`src/hw/arf_pkg.sv`:
```
// Shared constants and types for the converter result and alert flag bank.
// Assumes a single 100 MHz clock and a byte-level register access port.
package arf_pkg;
  // ****************************************************************
  // Register pointers and reset values
  // ****************************************************************
  localparam logic [2:0] PTR_RESULT = 3'h0;
  localparam logic [2:0] PTR_STATUS = 3'h1;
  localparam logic [7:0] PTR_RESET = 8'h00;
  localparam logic [7:0] RESULT_RESET = 8'h00;
  localparam logic [1:0] FLAGS_RESET = 2'h0;
  localparam logic [15:0] RD_RESET = 16'h0000;

  // ****************************************************************
  // Field positions
  // ****************************************************************
  localparam int ALERT_BIT = 15;
  localparam int CODE_MSB = 11;
  localparam int CODE_LSB = 4;
  localparam int OVER_BIT = 1;
  localparam int UNDER_BIT = 0;

  // ****************************************************************
  // Timing: internal conversion clock and phase lengths
  // ****************************************************************
  localparam int CLK_NS = 10;
  localparam int TICK_NS = 50;
  localparam int TICK_CYC = (TICK_NS + CLK_NS - 1) / CLK_NS;
  localparam int SAMPLE_TICKS = 8;
  localparam int CONV_TICKS = 12;
  localparam logic [2:0] TICK_LAST = 3'(TICK_CYC - 1);
  localparam logic [3:0] SAMPLE_LAST = 4'(SAMPLE_TICKS - 1);
  localparam logic [3:0] CONV_LAST = 4'(CONV_TICKS - 1);

  // ****************************************************************
  // Types
  // ****************************************************************
  typedef enum logic [1:0] {ARF_IDLE, ARF_WAIT_ACK, ARF_SAMPLE, ARF_CONVERT} arf_phase_e;

  typedef struct packed {
    logic hold;
    logic flag_en;
    logic auto_mode;
  } arf_cfg_s;

  typedef struct packed {
    logic [7:0] high;
    logic [7:0] low;
    logic [7:0] margin_value;
  } arf_lim_s;

  typedef struct packed {
    logic [1:0] flags;
  } arf_flag_st_s;

  typedef struct packed {
    arf_phase_e phase;
    logic [2:0] div;
    logic [3:0] ticks;
    logic [7:0] ptr;
    logic [7:0] sample;
    logic [7:0] result;
    logic [15:0] rd_data;
  } arf_top_st_s;
endpackage

```
`src/hw/arf_flags.sv`:
```
// Over-range and under-range alert flags with hysteresis self-clear.
// Assumes done is a one-cycle pulse with code valid in that cycle.
module arf_flags
  import arf_pkg::*;
(
  input wire logic clk,
  input wire logic rst_n,
  input wire logic done,
  input wire logic [7:0] code,
  input wire arf_pkg::arf_lim_s lim,
  input wire logic hold,
  input wire logic [1:0] clr,
  output logic [1:0] flags
);
  import arf_pkg::*;

  arf_flag_st_s st;
  arf_flag_st_s next_st;
  logic over_set;
  logic under_set;
  logic over_self;
  logic under_self;

  // ****************************************************************
  // Flag update
  // ****************************************************************
  // Nine-bit sums keep limit plus or minus margin from wrapping
  always_comb begin
    over_set = done && (code > lim.high);
    under_set = done && (code < lim.low);
    over_self = done && !hold && // RULE8 RULE10
      (({1'b0, code} + {1'b0, lim.margin_value}) < {1'b0, lim.high});
    under_self = done && !hold && // RULE9 RULE10
      ({1'b0, code} > ({1'b0, lim.low} + {1'b0, lim.margin_value}));
    next_st = st;
    // Set wins over a clear arriving in the same cycle
    next_st.flags[OVER_BIT] = over_set ||
      (st.flags[OVER_BIT] && !clr[OVER_BIT] && !over_self); // RULE5 RULE7 RULE8 RULE12
    next_st.flags[UNDER_BIT] = under_set ||
      (st.flags[UNDER_BIT] && !clr[UNDER_BIT] && !under_self); // RULE6 RULE7 RULE9 RULE12
  end

  // State register
  always_ff @(posedge clk or negedge rst_n) begin
    if (!rst_n) begin
      st.flags <= FLAGS_RESET;
    end else begin
      st <= next_st;
    end
  end

  assign flags = st.flags;

  // ****************************************************************
  // Checks
  // ****************************************************************
  over_set_a: assert property (@(posedge clk) disable iff (!rst_n) // RULE5
    done && code > lim.high |=> flags[OVER_BIT]) else $error("over flag not set");
  under_set_a: assert property (@(posedge clk) disable iff (!rst_n) // RULE6
    done && code < lim.low |=> flags[UNDER_BIT]) else $error("under flag not set");
  w1c_clear_a: assert property (@(posedge clk) disable iff (!rst_n) // RULE7
    clr[OVER_BIT] && !over_set |=> !flags[OVER_BIT]) else $error("over flag not cleared");
  over_self_a: assert property (@(posedge clk) disable iff (!rst_n) // RULE8
    flags[OVER_BIT] && done && !hold && {1'b0, code} + {1'b0, lim.margin_value} < {1'b0, lim.high}
    |=> !flags[OVER_BIT]) else $error("over flag did not self-clear");
  under_self_a: assert property (@(posedge clk) disable iff (!rst_n) // RULE9
    flags[UNDER_BIT] && done && !hold &&
    {1'b0, code} > {1'b0, lim.low} + {1'b0, lim.margin_value}
    |=> !flags[UNDER_BIT]) else $error("under flag did not self-clear");
  hold_keep_a: assert property (@(posedge clk) disable iff (!rst_n) // RULE10
    hold && flags[UNDER_BIT] && !clr[UNDER_BIT] |=> flags[UNDER_BIT])
    else $error("held flag lost");
  zero_write_a: assert property (@(posedge clk) disable iff (!rst_n) // RULE16
    !done && clr == 2'h0 |=> flags == $past(flags)) else $error("flag changed without cause");
  flag_set_c: cover property (@(posedge clk) disable iff (!rst_n) $rose(flags[OVER_BIT]));
  flag_clr_c: cover property (@(posedge clk) disable iff (!rst_n) $fell(flags[UNDER_BIT]));
endmodule

```
`src/hw/arf_top.sv`:
```
// Converter result register and alert status register with pointer access.
// Assumes byte strobes come from an outside serial front end, one clock wide.
//
// Behaviour
// RULE1: The result register holds the latest finished conversion and is replaced when one ends.
// RULE2: In normal mode each read of the result register starts a new conversion; the code ignores reads outside ARF_IDLE.
// RULE3: The 8-bit code reads in bits 11:4 with its MSB at bit 11, bits 14:12 and 3:0 read zero.
// RULE4: Bit 15 of the result reads one only when mirroring is on and a flag is set.
// RULE5: The over-range flag, status bit 1, sets when a result exceeds the upper limit.
// RULE6: The under-range flag, status bit 0, sets when a result is below the lower limit.
// RULE7: Writing a one to a flag position clears that flag.
// RULE8: Without hold, the over flag clears once a result falls below upper limit minus margin.
// RULE9: Without hold, the under flag clears once a result rises above lower limit plus margin.
// RULE10: With hold set, neither flag self-clears; only a written one clears it.
// RULE11: Status bits 7:2 read zero and software writes zeros there.
// RULE12: Flags are active high, a one marks a violated limit.
// RULE13: The first byte of each write loads the pointer, whose three low bits pick the register.
// RULE14: The hold setting is configuration bit 4 and, when one, allows only write-one clearing.
// RULE15: A conversion samples for eight internal clock ticks from the acknowledge fall.
// RULE16: Writing zero to a flag leaves it alone and writes to the result register are ignored.
module arf_top
  import arf_pkg::*;
(
  input wire logic CLK,
  input wire logic RST_N,
  input wire logic BYTE_VALID,
  input wire logic BYTE_FIRST,
  input wire logic [7:0] BYTE_DATA,
  input wire logic RD_STROBE,
  input wire logic ACK_FALL,
  input wire logic AUTO_START,
  input wire arf_pkg::arf_cfg_s CFG,
  input wire arf_pkg::arf_lim_s LIMITS,
  input wire logic [7:0] ANALOG_CODE,
  output logic [15:0] RD_DATA,
  output logic [1:0] FLAGS,
  output logic BUSY
);
  import arf_pkg::*;

  // ****************************************************************
  // Reset release
  // ****************************************************************
  logic [1:0] rst_q;
  logic rst_n;

  // Two-stage release so the whole bank leaves reset on one edge
  always_ff @(posedge CLK or negedge RST_N) begin
    if (!RST_N) begin
      rst_q <= 2'h0;
    end else begin
      rst_q <= {rst_q[0], 1'b1};
    end
  end
  assign rst_n = rst_q[1];

  // ****************************************************************
  // Access decode and conversion sequencing
  // ****************************************************************
  arf_top_st_s st;
  arf_top_st_s next_st;
  logic tick;
  logic done;
  logic start;
  logic [1:0] clr;
  logic [1:0] flags;
  logic [2:0] sel;

  assign sel = st.ptr[2:0]; // RULE13

  // Register select decode, shared by the read path, the clear path and the start
  function automatic logic sel_result(input logic [2:0] p);
    return (p == PTR_RESULT);
  endfunction

  function automatic logic sel_status(input logic [2:0] p);
    return (p == PTR_STATUS);
  endfunction

  always_comb begin
    next_st = st;
    tick = (st.div == TICK_LAST);
    done = (st.phase == ARF_CONVERT) && tick && (st.ticks == CONV_LAST);
    // A read only starts a conversion in normal mode; auto mode uses its timer
    start = CFG.auto_mode ? AUTO_START : (RD_STROBE && sel_result(sel)); // RULE2
    clr = 2'h0;
    // Internal conversion clock as a one-cycle enable
    next_st.div = tick ? 3'h0 : st.div + 3'h1;
    // Pointer load on first byte, flag clear on later bytes to status
    if (BYTE_VALID) begin
      if (BYTE_FIRST) begin
        next_st.ptr = BYTE_DATA; // RULE13
      end else if (sel_status(sel)) begin
        clr = BYTE_DATA[1:0]; // RULE7 RULE11 RULE16
      end
    end
    // Read data is captured at the strobe so it stays stable for shifting out
    if (RD_STROBE) begin
      next_st.rd_data = RD_RESET;
      if (sel_result(sel)) begin
        next_st.rd_data[ALERT_BIT] = CFG.flag_en && (|flags); // RULE4
        next_st.rd_data[CODE_MSB:CODE_LSB] = st.result; // RULE3
      end else if (sel_status(sel)) begin
        next_st.rd_data[1:0] = flags; // RULE11 RULE12
      end
    end
    unique case (st.phase)
      ARF_IDLE: begin
        if (start) begin
          next_st.phase = ARF_WAIT_ACK;
        end
      end
      ARF_WAIT_ACK: begin
        // Sampling begins at the acknowledge fall, not at the strobe
        if (ACK_FALL) begin
          next_st.phase = ARF_SAMPLE;
          next_st.ticks = 4'h0;
          next_st.div = 3'h0;
        end
      end
      ARF_SAMPLE: begin
        if (tick) begin
          if (st.ticks == SAMPLE_LAST) begin
            next_st.phase = ARF_CONVERT; // RULE15
            next_st.sample = ANALOG_CODE;
            next_st.ticks = 4'h0;
          end else begin
            next_st.ticks = st.ticks + 4'h1;
          end
        end
      end
      ARF_CONVERT: begin
        if (done) begin
          next_st.phase = ARF_IDLE;
          next_st.result = st.sample; // RULE1
        end else if (tick) begin
          next_st.ticks = st.ticks + 4'h1;
        end
      end
    endcase
  end

  // State register
  always_ff @(posedge CLK or negedge rst_n) begin
    if (!rst_n) begin
      st.phase <= ARF_IDLE;
      st.div <= 3'h0;
      st.ticks <= 4'h0;
      st.ptr <= PTR_RESET;
      st.sample <= RESULT_RESET;
      st.result <= RESULT_RESET;
      st.rd_data <= RD_RESET;
    end else begin
      st <= next_st;
    end
  end

  // ****************************************************************
  // Alert flags
  // ****************************************************************
  arf_flags u_flags (
    .clk(CLK),
    .rst_n(rst_n),
    .done(done),
    .code(st.sample),
    .lim(LIMITS),
    .hold(CFG.hold), // RULE14 RULE10
    .clr(clr),
    .flags(flags)
  );

  assign RD_DATA = st.rd_data;
  assign FLAGS = flags;
  assign BUSY = (st.phase != ARF_IDLE);

  // ****************************************************************
  // Checks
  // ****************************************************************
  result_update_a: assert property (@(posedge CLK) disable iff (!rst_n) // RULE1
    done |=> st.result == $past(st.sample)) else $error("result not updated");
  result_keep_a: assert property (@(posedge CLK) disable iff (!rst_n) // RULE16
    !done |=> st.result == $past(st.result)) else $error("result changed without conversion");
  read_start_a: assert property (@(posedge CLK) disable iff (!rst_n) // RULE2
    st.phase == ARF_IDLE && !CFG.auto_mode && RD_STROBE && sel == PTR_RESULT
    |=> st.phase == ARF_WAIT_ACK) else $error("read did not start conversion");
  result_format_a: assert property (@(posedge CLK) disable iff (!rst_n) // RULE3
    RD_STROBE && sel == PTR_RESULT
    |=> RD_DATA[14:12] == 3'h0 && RD_DATA[3:0] == 4'h0 && RD_DATA[11:4] == $past(st.result))
    else $error("result layout wrong");
  alert_mirror_a: assert property (@(posedge CLK) disable iff (!rst_n) // RULE4
    RD_STROBE && sel == PTR_RESULT |=> RD_DATA[15] == ($past(CFG.flag_en) && (|$past(flags))))
    else $error("alert mirror wrong");
  status_read_a: assert property (@(posedge CLK) disable iff (!rst_n) // RULE11
    RD_STROBE && sel == PTR_STATUS |=> RD_DATA[15:2] == 14'h0000 && RD_DATA[1:0] == $past(flags))
    else $error("status read wrong");
  pointer_load_a: assert property (@(posedge CLK) disable iff (!rst_n) // RULE13
    BYTE_VALID && BYTE_FIRST |=> sel == $past(BYTE_DATA[2:0])) else $error("pointer not loaded");
  sample_len_a: assert property (@(posedge CLK) disable iff (!rst_n) // RULE15
    st.phase == ARF_SAMPLE && !(tick && st.ticks == SAMPLE_LAST) |=> st.phase == ARF_SAMPLE)
    else $error("sampling ended early");
  sample_begin_a: assert property (@(posedge CLK) disable iff (!rst_n) // RULE15
    st.phase == ARF_WAIT_ACK && ACK_FALL |=> st.phase == ARF_SAMPLE && st.ticks == 4'h0)
    else $error("sampling did not start at acknowledge");
  // Ack edge to done is sampling plus conversion, 40 plus 60 clocks
  conv_len_a: assert property (@(posedge CLK) disable iff (!rst_n) // RULE15
    st.phase == ARF_WAIT_ACK && ACK_FALL |-> ##100 done) else $error("conversion length wrong");
  capture_a: assert property (@(posedge CLK) disable iff (!rst_n) // RULE15
    st.phase == ARF_SAMPLE && tick && st.ticks == SAMPLE_LAST
    |=> st.phase == ARF_CONVERT && st.sample == $past(ANALOG_CODE))
    else $error("input not captured at end of sampling");
  // Auto mode ignores reads, normal mode ignores the timer pulse
  auto_read_a: assert property (@(posedge CLK) disable iff (!rst_n) // RULE2
    st.phase == ARF_IDLE && CFG.auto_mode && !AUTO_START |=> st.phase == ARF_IDLE)
    else $error("read started a conversion in auto mode");
  normal_idle_a: assert property (@(posedge CLK) disable iff (!rst_n) // RULE2
    st.phase == ARF_IDLE && !CFG.auto_mode && !(RD_STROBE && sel == PTR_RESULT)
    |=> st.phase == ARF_IDLE) else $error("conversion started without a result read");
  read_hold_a: assert property (@(posedge CLK) disable iff (!rst_n) // RULE3
    !RD_STROBE |=> $stable(RD_DATA)) else $error("read word changed between reads");
  // Clears reach the flags only through data bytes to the status register
  top_clear_a: assert property (@(posedge CLK) disable iff (!rst_n) // RULE7
    BYTE_VALID && !BYTE_FIRST && sel == PTR_STATUS && BYTE_DATA[OVER_BIT]
    && !(done && st.sample > LIMITS.high) |=> !FLAGS[OVER_BIT])
    else $error("write of one did not clear over flag");
  other_write_a: assert property (@(posedge CLK) disable iff (!rst_n) // RULE16
    BYTE_VALID && !BYTE_FIRST && sel != PTR_STATUS && !done |=> FLAGS == $past(FLAGS))
    else $error("write outside status changed flags");
  conv_done_c: cover property (@(posedge CLK) disable iff (!rst_n) done);
  auto_start_c: cover property (@(posedge CLK) disable iff (!rst_n)
    CFG.auto_mode && AUTO_START && st.phase == ARF_IDLE);
  mirror_c: cover property (@(posedge CLK) disable iff (!rst_n)
    RD_STROBE && sel == PTR_RESULT && CFG.flag_en && (|flags));
endmodule

```
`config.mk`:
```
export PLATFORM = sky130hd
export DESIGN_NAME = arf_top
export DESIGN_NICKNAME = d
export VERILOG_FILES = /design/src/hw/arf_pkg.sv /design/src/hw/arf_flags.sv /design/src/hw/arf_top.sv
export SDC_FILE = /design/constraint.sdc
export NUM_CORES = 1
export LEC_CHECK = 0
export ABC_AREA = 1
export BUFFER_PORTS_ARGS = -buffer_cell sky130_fd_sc_hd__buf_2
export CORE_ASPECT_RATIO = 1.1
export CORE_UTILIZATION = 52
export CTS_BUF_LIST = sky130_fd_sc_hd__clkbuf_8
export CTS_CLUSTER_DIAMETER = 150
export DETAILED_ROUTE_END_ITERATION = 6
export PLACE_DENSITY = 0.8
export REMOVE_ABC_BUFFERS = 1
export SLEW_MARGIN = 20
export SYNTH_ARGS = -nofsm -noshare
export SYNTH_HDL_FRONTEND = slang
export SYNTH_HIERARCHICAL = 1
export SYNTH_SLANG_ARGS = --single-unit
```
`constraint.sdc`:
```
create_clock -name CLK -period 1.4 [get_ports CLK]
set_clock_uncertainty 0.2 [all_clocks]
set_input_delay 0.07 -clock CLK [delete_from_list [all_inputs] [get_ports CLK]]
set_output_delay 0.07 -clock CLK [all_outputs]
set_load 0.02 [all_outputs]
```
# Word level (Yosys, flattened, before mapping)
# Cells that the tools add are included.
# Widths: inputs -> output; s select.
[classes]
n_addsub = 4
n_eq_ne = 14
n_reduce_logical = 30
magnitude_cmp = 4
mux = 21
[ops]
columns = ["operator", "count"]
rows = [
  ["$add 8x8->9", 2],
  ["$mux 2", 9],
  ["$mux 4", 4],
  ["$logic_and 1x1->1", 13],
  ["$ne 2x2->1 const B", 6],
  ["$pmux 4 s3", 1],
  ["$reduce_and 5->1", 2],
  ["$gt 8x9->1", 1],
  ["$lt 9x8->1", 1],
  ["$mux 9", 1],
  ["$gt 8x8->1", 1],
  ["$lt 8x8->1", 1],
  ["$mux 8", 1],
  ["$pmux 2 s4", 1],
  ["$mux 3", 2],
  ["$logic_not 1->1", 5],
  ["$add 4x1->4 const B", 1],
  ["$eq 2x2->1 const B", 2],
  ["$eq 4x3->1 const B", 1],
  ["$eq 4x4->1 const B", 1],
  ["$reduce_and 2->1", 2],
  ["$add 3x1->3 const B", 1],
  ["$eq 3x1->1 const B", 1],
  ["$eq 3x3->1 const B", 1],
  ["other kinds (10)", 12],
]
[word_totals]
register_bits = 43
in_bits = 50
wordCells = 82

# Longest topological paths before layout
[depth]
ltp_word = 8
ltp_mapped = 17

# By module
# Netlist, hierarchy kept.
[by_module_without_submodules]
columns = ["mod", "cells_per_inst", "seq_area_each_um2", "n_inst", "area_per_inst_um2"]
rows = [
  ["arf_top", 213, 1026.0, 1, 1958.1],
  ["arf_flags", 206, 50.0, 1, 1455.1],
]

# Least setup slack after synthesis
# OpenSTA, ideal clock, no wires.
[synth_timing]
path_type = "reg-to-reg"
from = "register st[24] (netlist name)"
to = "register u_flags/flags[1] (netlist name)"
setup_time_ns = 0.116
slack_ns = -1.158
path_buffers = 0
stages_incl_launch_ff = 15
synth_period_minus_slack_ns = 2.558
arrival_ns = 2.241
required_ns = 1.084
cell_sequence = "dfrtp_1 ha_1 inv_1 fa_1 nand3b_1 nand2_2 a31oi_1 xnor2_1 ha_1 a21oi_1 o2111ai_1 nor2_2 nand3_1 nand2_1 nand2_1"
[synth_rtl]
columns = ["element", "line", "text"]
rows = [
  ["from (decl)", "arf_top.sv:60", "arf_top_st_s st;"],
  ["from (signal assigned)", "arf_top.sv:154", "st <= next_st;"],
]

==> flow_summary.toml <==
[route]
wl_met3_um = 908
remaining_drc_errors = 0
num_vias = 3781
wirelength_met1_mm = 4.30
routed_via_density = 5.92
maxUsedRoutingLayer = "met4"
antenna_left = 0
wirelength_mm = 12.1
wl_met2_mm = 6.01
firstDrtPassIters = 6
drt_iter0_markers = 421
wire_per_inst_um = 18.9

[pwr]
p_int_mw = 3.17
seqPwrFrac_pct = 28.7
clkPwrFrac_pct = 17.1
pwr-share-comb_pct = 54.2
power_leakage_nw = 2.57
powerDensity_mw_per_mm2 = 1100
irDropWorstVdd_mv = 1.50
swShare_pct = 42.1
switchingPower_mw = 2.30
p_total_mw = 5.48

[critical_path]
slowest_stage = "dfrtp_1"
required_ps = 1440
worstPathCellList = "ha_1 -> a21oi_1 -> nand2_1 -> a21oi_1 -> nor2_1 -> nor2_1 -> xor2_1 -> inv_1 -> ha_1 -> nand2_1 -> nor2_1 -> nand3_1 -> nand3_1 -> nand2_1 -> nand2_1"
arrival_ps = 2740
cp-end-kind = "flip-flop"
startpoint_type = "flip-flop"
crit_type = "flip-flop to flip-flop"
cp_max_fo = 3
crit_path_max_incr_delay_ps = 400
cpMostUsedCell = "nand2_1"
r2r_slack_ps = -1300

[floorplan]
die_h_um = 87.0
row_count = 30
die_area_mm2 = 0.00689
coreArea_mm2 = 0.00627
ioPinCount = 69
start_util_pct = 54.5
die_w_um = 79.3

[synthesis]
synthTopCellsByCount = "nand2_1, inv_1, ha_1"
yosys_register_bits = 43
synthXorXnorAreaFrac_pct = 3.85
synth_async_sr_flop_share_pct = 100
yosys-top-cells-area = "dfrtp_1, ha_1, nand2_1"
synth_top_area_share_pct = 31.5
synth_cell_type_count = 42
synthMostInstantiatedCell = "nand2_1"
synth_simple_gate_area_share_pct = 19.7
synth_mux_area_share_pct = 0.330
synth_edf_count = 0
ys.flop_type = "dfrtp_1"
synth-seq-area-share_pct = 31.5
synthCells = 419
synth_area_mm2 = 0.00341
synth_top_area_cell = "dfrtp_1"
synth_top_family_by_area = "simple AND/OR/NAND/NOR gates"
yosys_warnings = 6
synth_compound_area_share_pct = 13.3
synthAdderAreaFrac_pct = 19.1
syn_avg_cell_area_um2 = 8.15

[final_layout]
nets = 660
fin_util_pct = 79.2
drive_gt1_share_pct = 41.0
synthToLayoutAreaGrowth_pct = 45.5
diodes = 0
fillers = 372

[sta]
finalWorstSetupSlack_ps = -1300
max_freq_mhz = 370
period_share_pct = 193
hold_violations = 0
finalCriticalPeriod_ps = 2700
setup-violations-final = 25
slew_violations = 0
rsz0062_at_grt = "true"
final.setup.tns_ps = -12120

[placement]
hpwl_mm = 6.57
port_buffers = 58
place.gp.congestion = 0.971

[status]
violations = "setup timing"
status = "finished with violations"

[global_route]
antenna_found_initial = 0
grt_pass1_vias = 3622
grt_overflow = 0
grt_util_all_layers_pct = 31.2
grt_pass1_wl_mm = 16.6
grt_max_degree = 42

[clock_network]
clkLatencyLatePin_ps = 290
clockBufferDepth = 2
cts_max_level = 2
cts_root_buf = "clkbuf_8"
numClockSinks = 43
clkSlewWorstSetupHoldPaths_ps = 80
cts_made_buffers = 5
cts_tree = "built"

[run]
drv_cap = 0

[worst_hold_path]
hp-class = "flip-flop to asynchronous set/reset pin"
[layout by cell type, fill, tap and decap left out, types with 3 or more instances in the layout]
master | synthesis | final
dlygate4sd3_1 | 0 | 18
ha_1 | 49 | 43
nand2_4 | 0 | 10
o21ai_2 | 0 | 5
a21oi_1 | 24 | 22
a21oi_2 | 7 | 9
inv_1 | 61 | 57
nand2_1 | 78 | 54
ha_4 | 0 | 3
nor2_4 | 1 | 10
nor2_1 | 19 | 13
nand2_2 | 6 | 19
nand3_1 | 17 | 15
ha_2 | 0 | 3
conb_1 | 2 | 6
xor2_1 | 8 | 7
o21ai_1 | 10 | 13
nor3_1 | 4 | 3
buf_8 | 0 | 3
o21ai_0 | 13 | 5
inv_2 | 6 | 11
nor2_2 | 8 | 5
a32o_1 | 5 | 5
xnor2_1 | 7 | 7
dfrtp_1 | 43 | 43
clkbuf_8 | 0 | 5
buf_6 | 1 | 15
buf_4 | 17 | 55
nand4_1 | 6 | 6
buf_2 | 1 | 55
[critical path, delay by kind of cell, from the launching register on]
kind / cells / cell delay, ps
fa+ha+maj: 2 / 610
flops: 1 / 400
compound gates: 2 / 300
simple gates: 9 / 940
xor+xnor: 1 / 150
buf+inv: 1 / 50
[timing repair]
action	CTS	global route
cloned	2	0
endpoints found under the setup margin	25	29
pin swaps	23	22
hold buffers	18	0
resized for setup	72	57
buffers inserted	10	15
hold endpoints to repair	20	0
[final timing paths]
check / start / to / cells after the start
hold reg to reg: rst_q[1] / RD_DATA[7] / 1
min in group CLK: LIMITS[16] / u_flags/flags[1] / 5
setup reg to reg: st[26] / u_flags/flags[1] / 15
max in group asynchronous: RST_N / rst_q[0] / 3
setup / recovery: st[26] / u_flags/flags[1] / 15
hold / removal: rst_q[1] / RD_DATA[7] / 1
[state kept, by name (all words and copies together), names as in the netlist, named ones only]
register / count
sel: 3
RD_DATA: 11
st: 24
u_flags/flags: 2
rst_q: 2
[power groups by stage]
stage	registers, mW	logic, mW	clock network, mW
after floorplan	1.68	1.20	0
after global placement	1.55	2.01	0
after detailed placement	1.56	2.09	0
after CTS	1.54	2.49	0.929
after global routing	1.59	3.18	1.01
final	1.57	2.97	0.935
[cell families (layout without fill, tap and decap cells)]
kind of cell,count (synthesis),in the layout
AOI/OAI and AO/OA,73,73
other,2,6
DFF,43,43
buffers and inverters,89,224
adders and majority gates,51,51
muxes,1,1
xor gates and xnor gates,15,15
and+or+nand+nor,145,146
[per-layer routing]
metal | up-vias | track usage (%)
li1 | 1638 | -
met1 | 1798 | 34.7
met2 | 259 | 57.7
met3 | 86 | 5.45
met4 | 0 | 14.0
met5 | - | 0
[area by class of cell]
cell class / instances / area (um^2) / area share, %
Clock buffer: 5 / 68.8 / 1.39
Clock inverter: 2 / 33.8 / 0.680
Inverter: 69 / 262 / 5.26
Multi-Input combinational cell: 292 / 2300 / 46.4
Sequential cell: 43 / 1080 / 21.7
Tap cell: 80 / 100 / 2.02
Timing Repair Buffer: 148 / 1120 / 22.6
[through the flow]
stage / cells / worst slack (ps) / hold WS, ps / area (um^2)
2_1_floorplan: 403 / -1160 / -426 / 3280
3_3_place_gp: 595 / -1170 / -345 / 4090
3_5_place_dp: 595 / -1240 / -342 / 4090
4_1_cts: 632 / -1220 / 34.0 / 4710
5_1_grt: 639 / -1460 / 85.1 / 4970
6_report: 639 / -1300 / 46.6 / 4970
No activity file was read; power rests on OpenSTA's default activity.
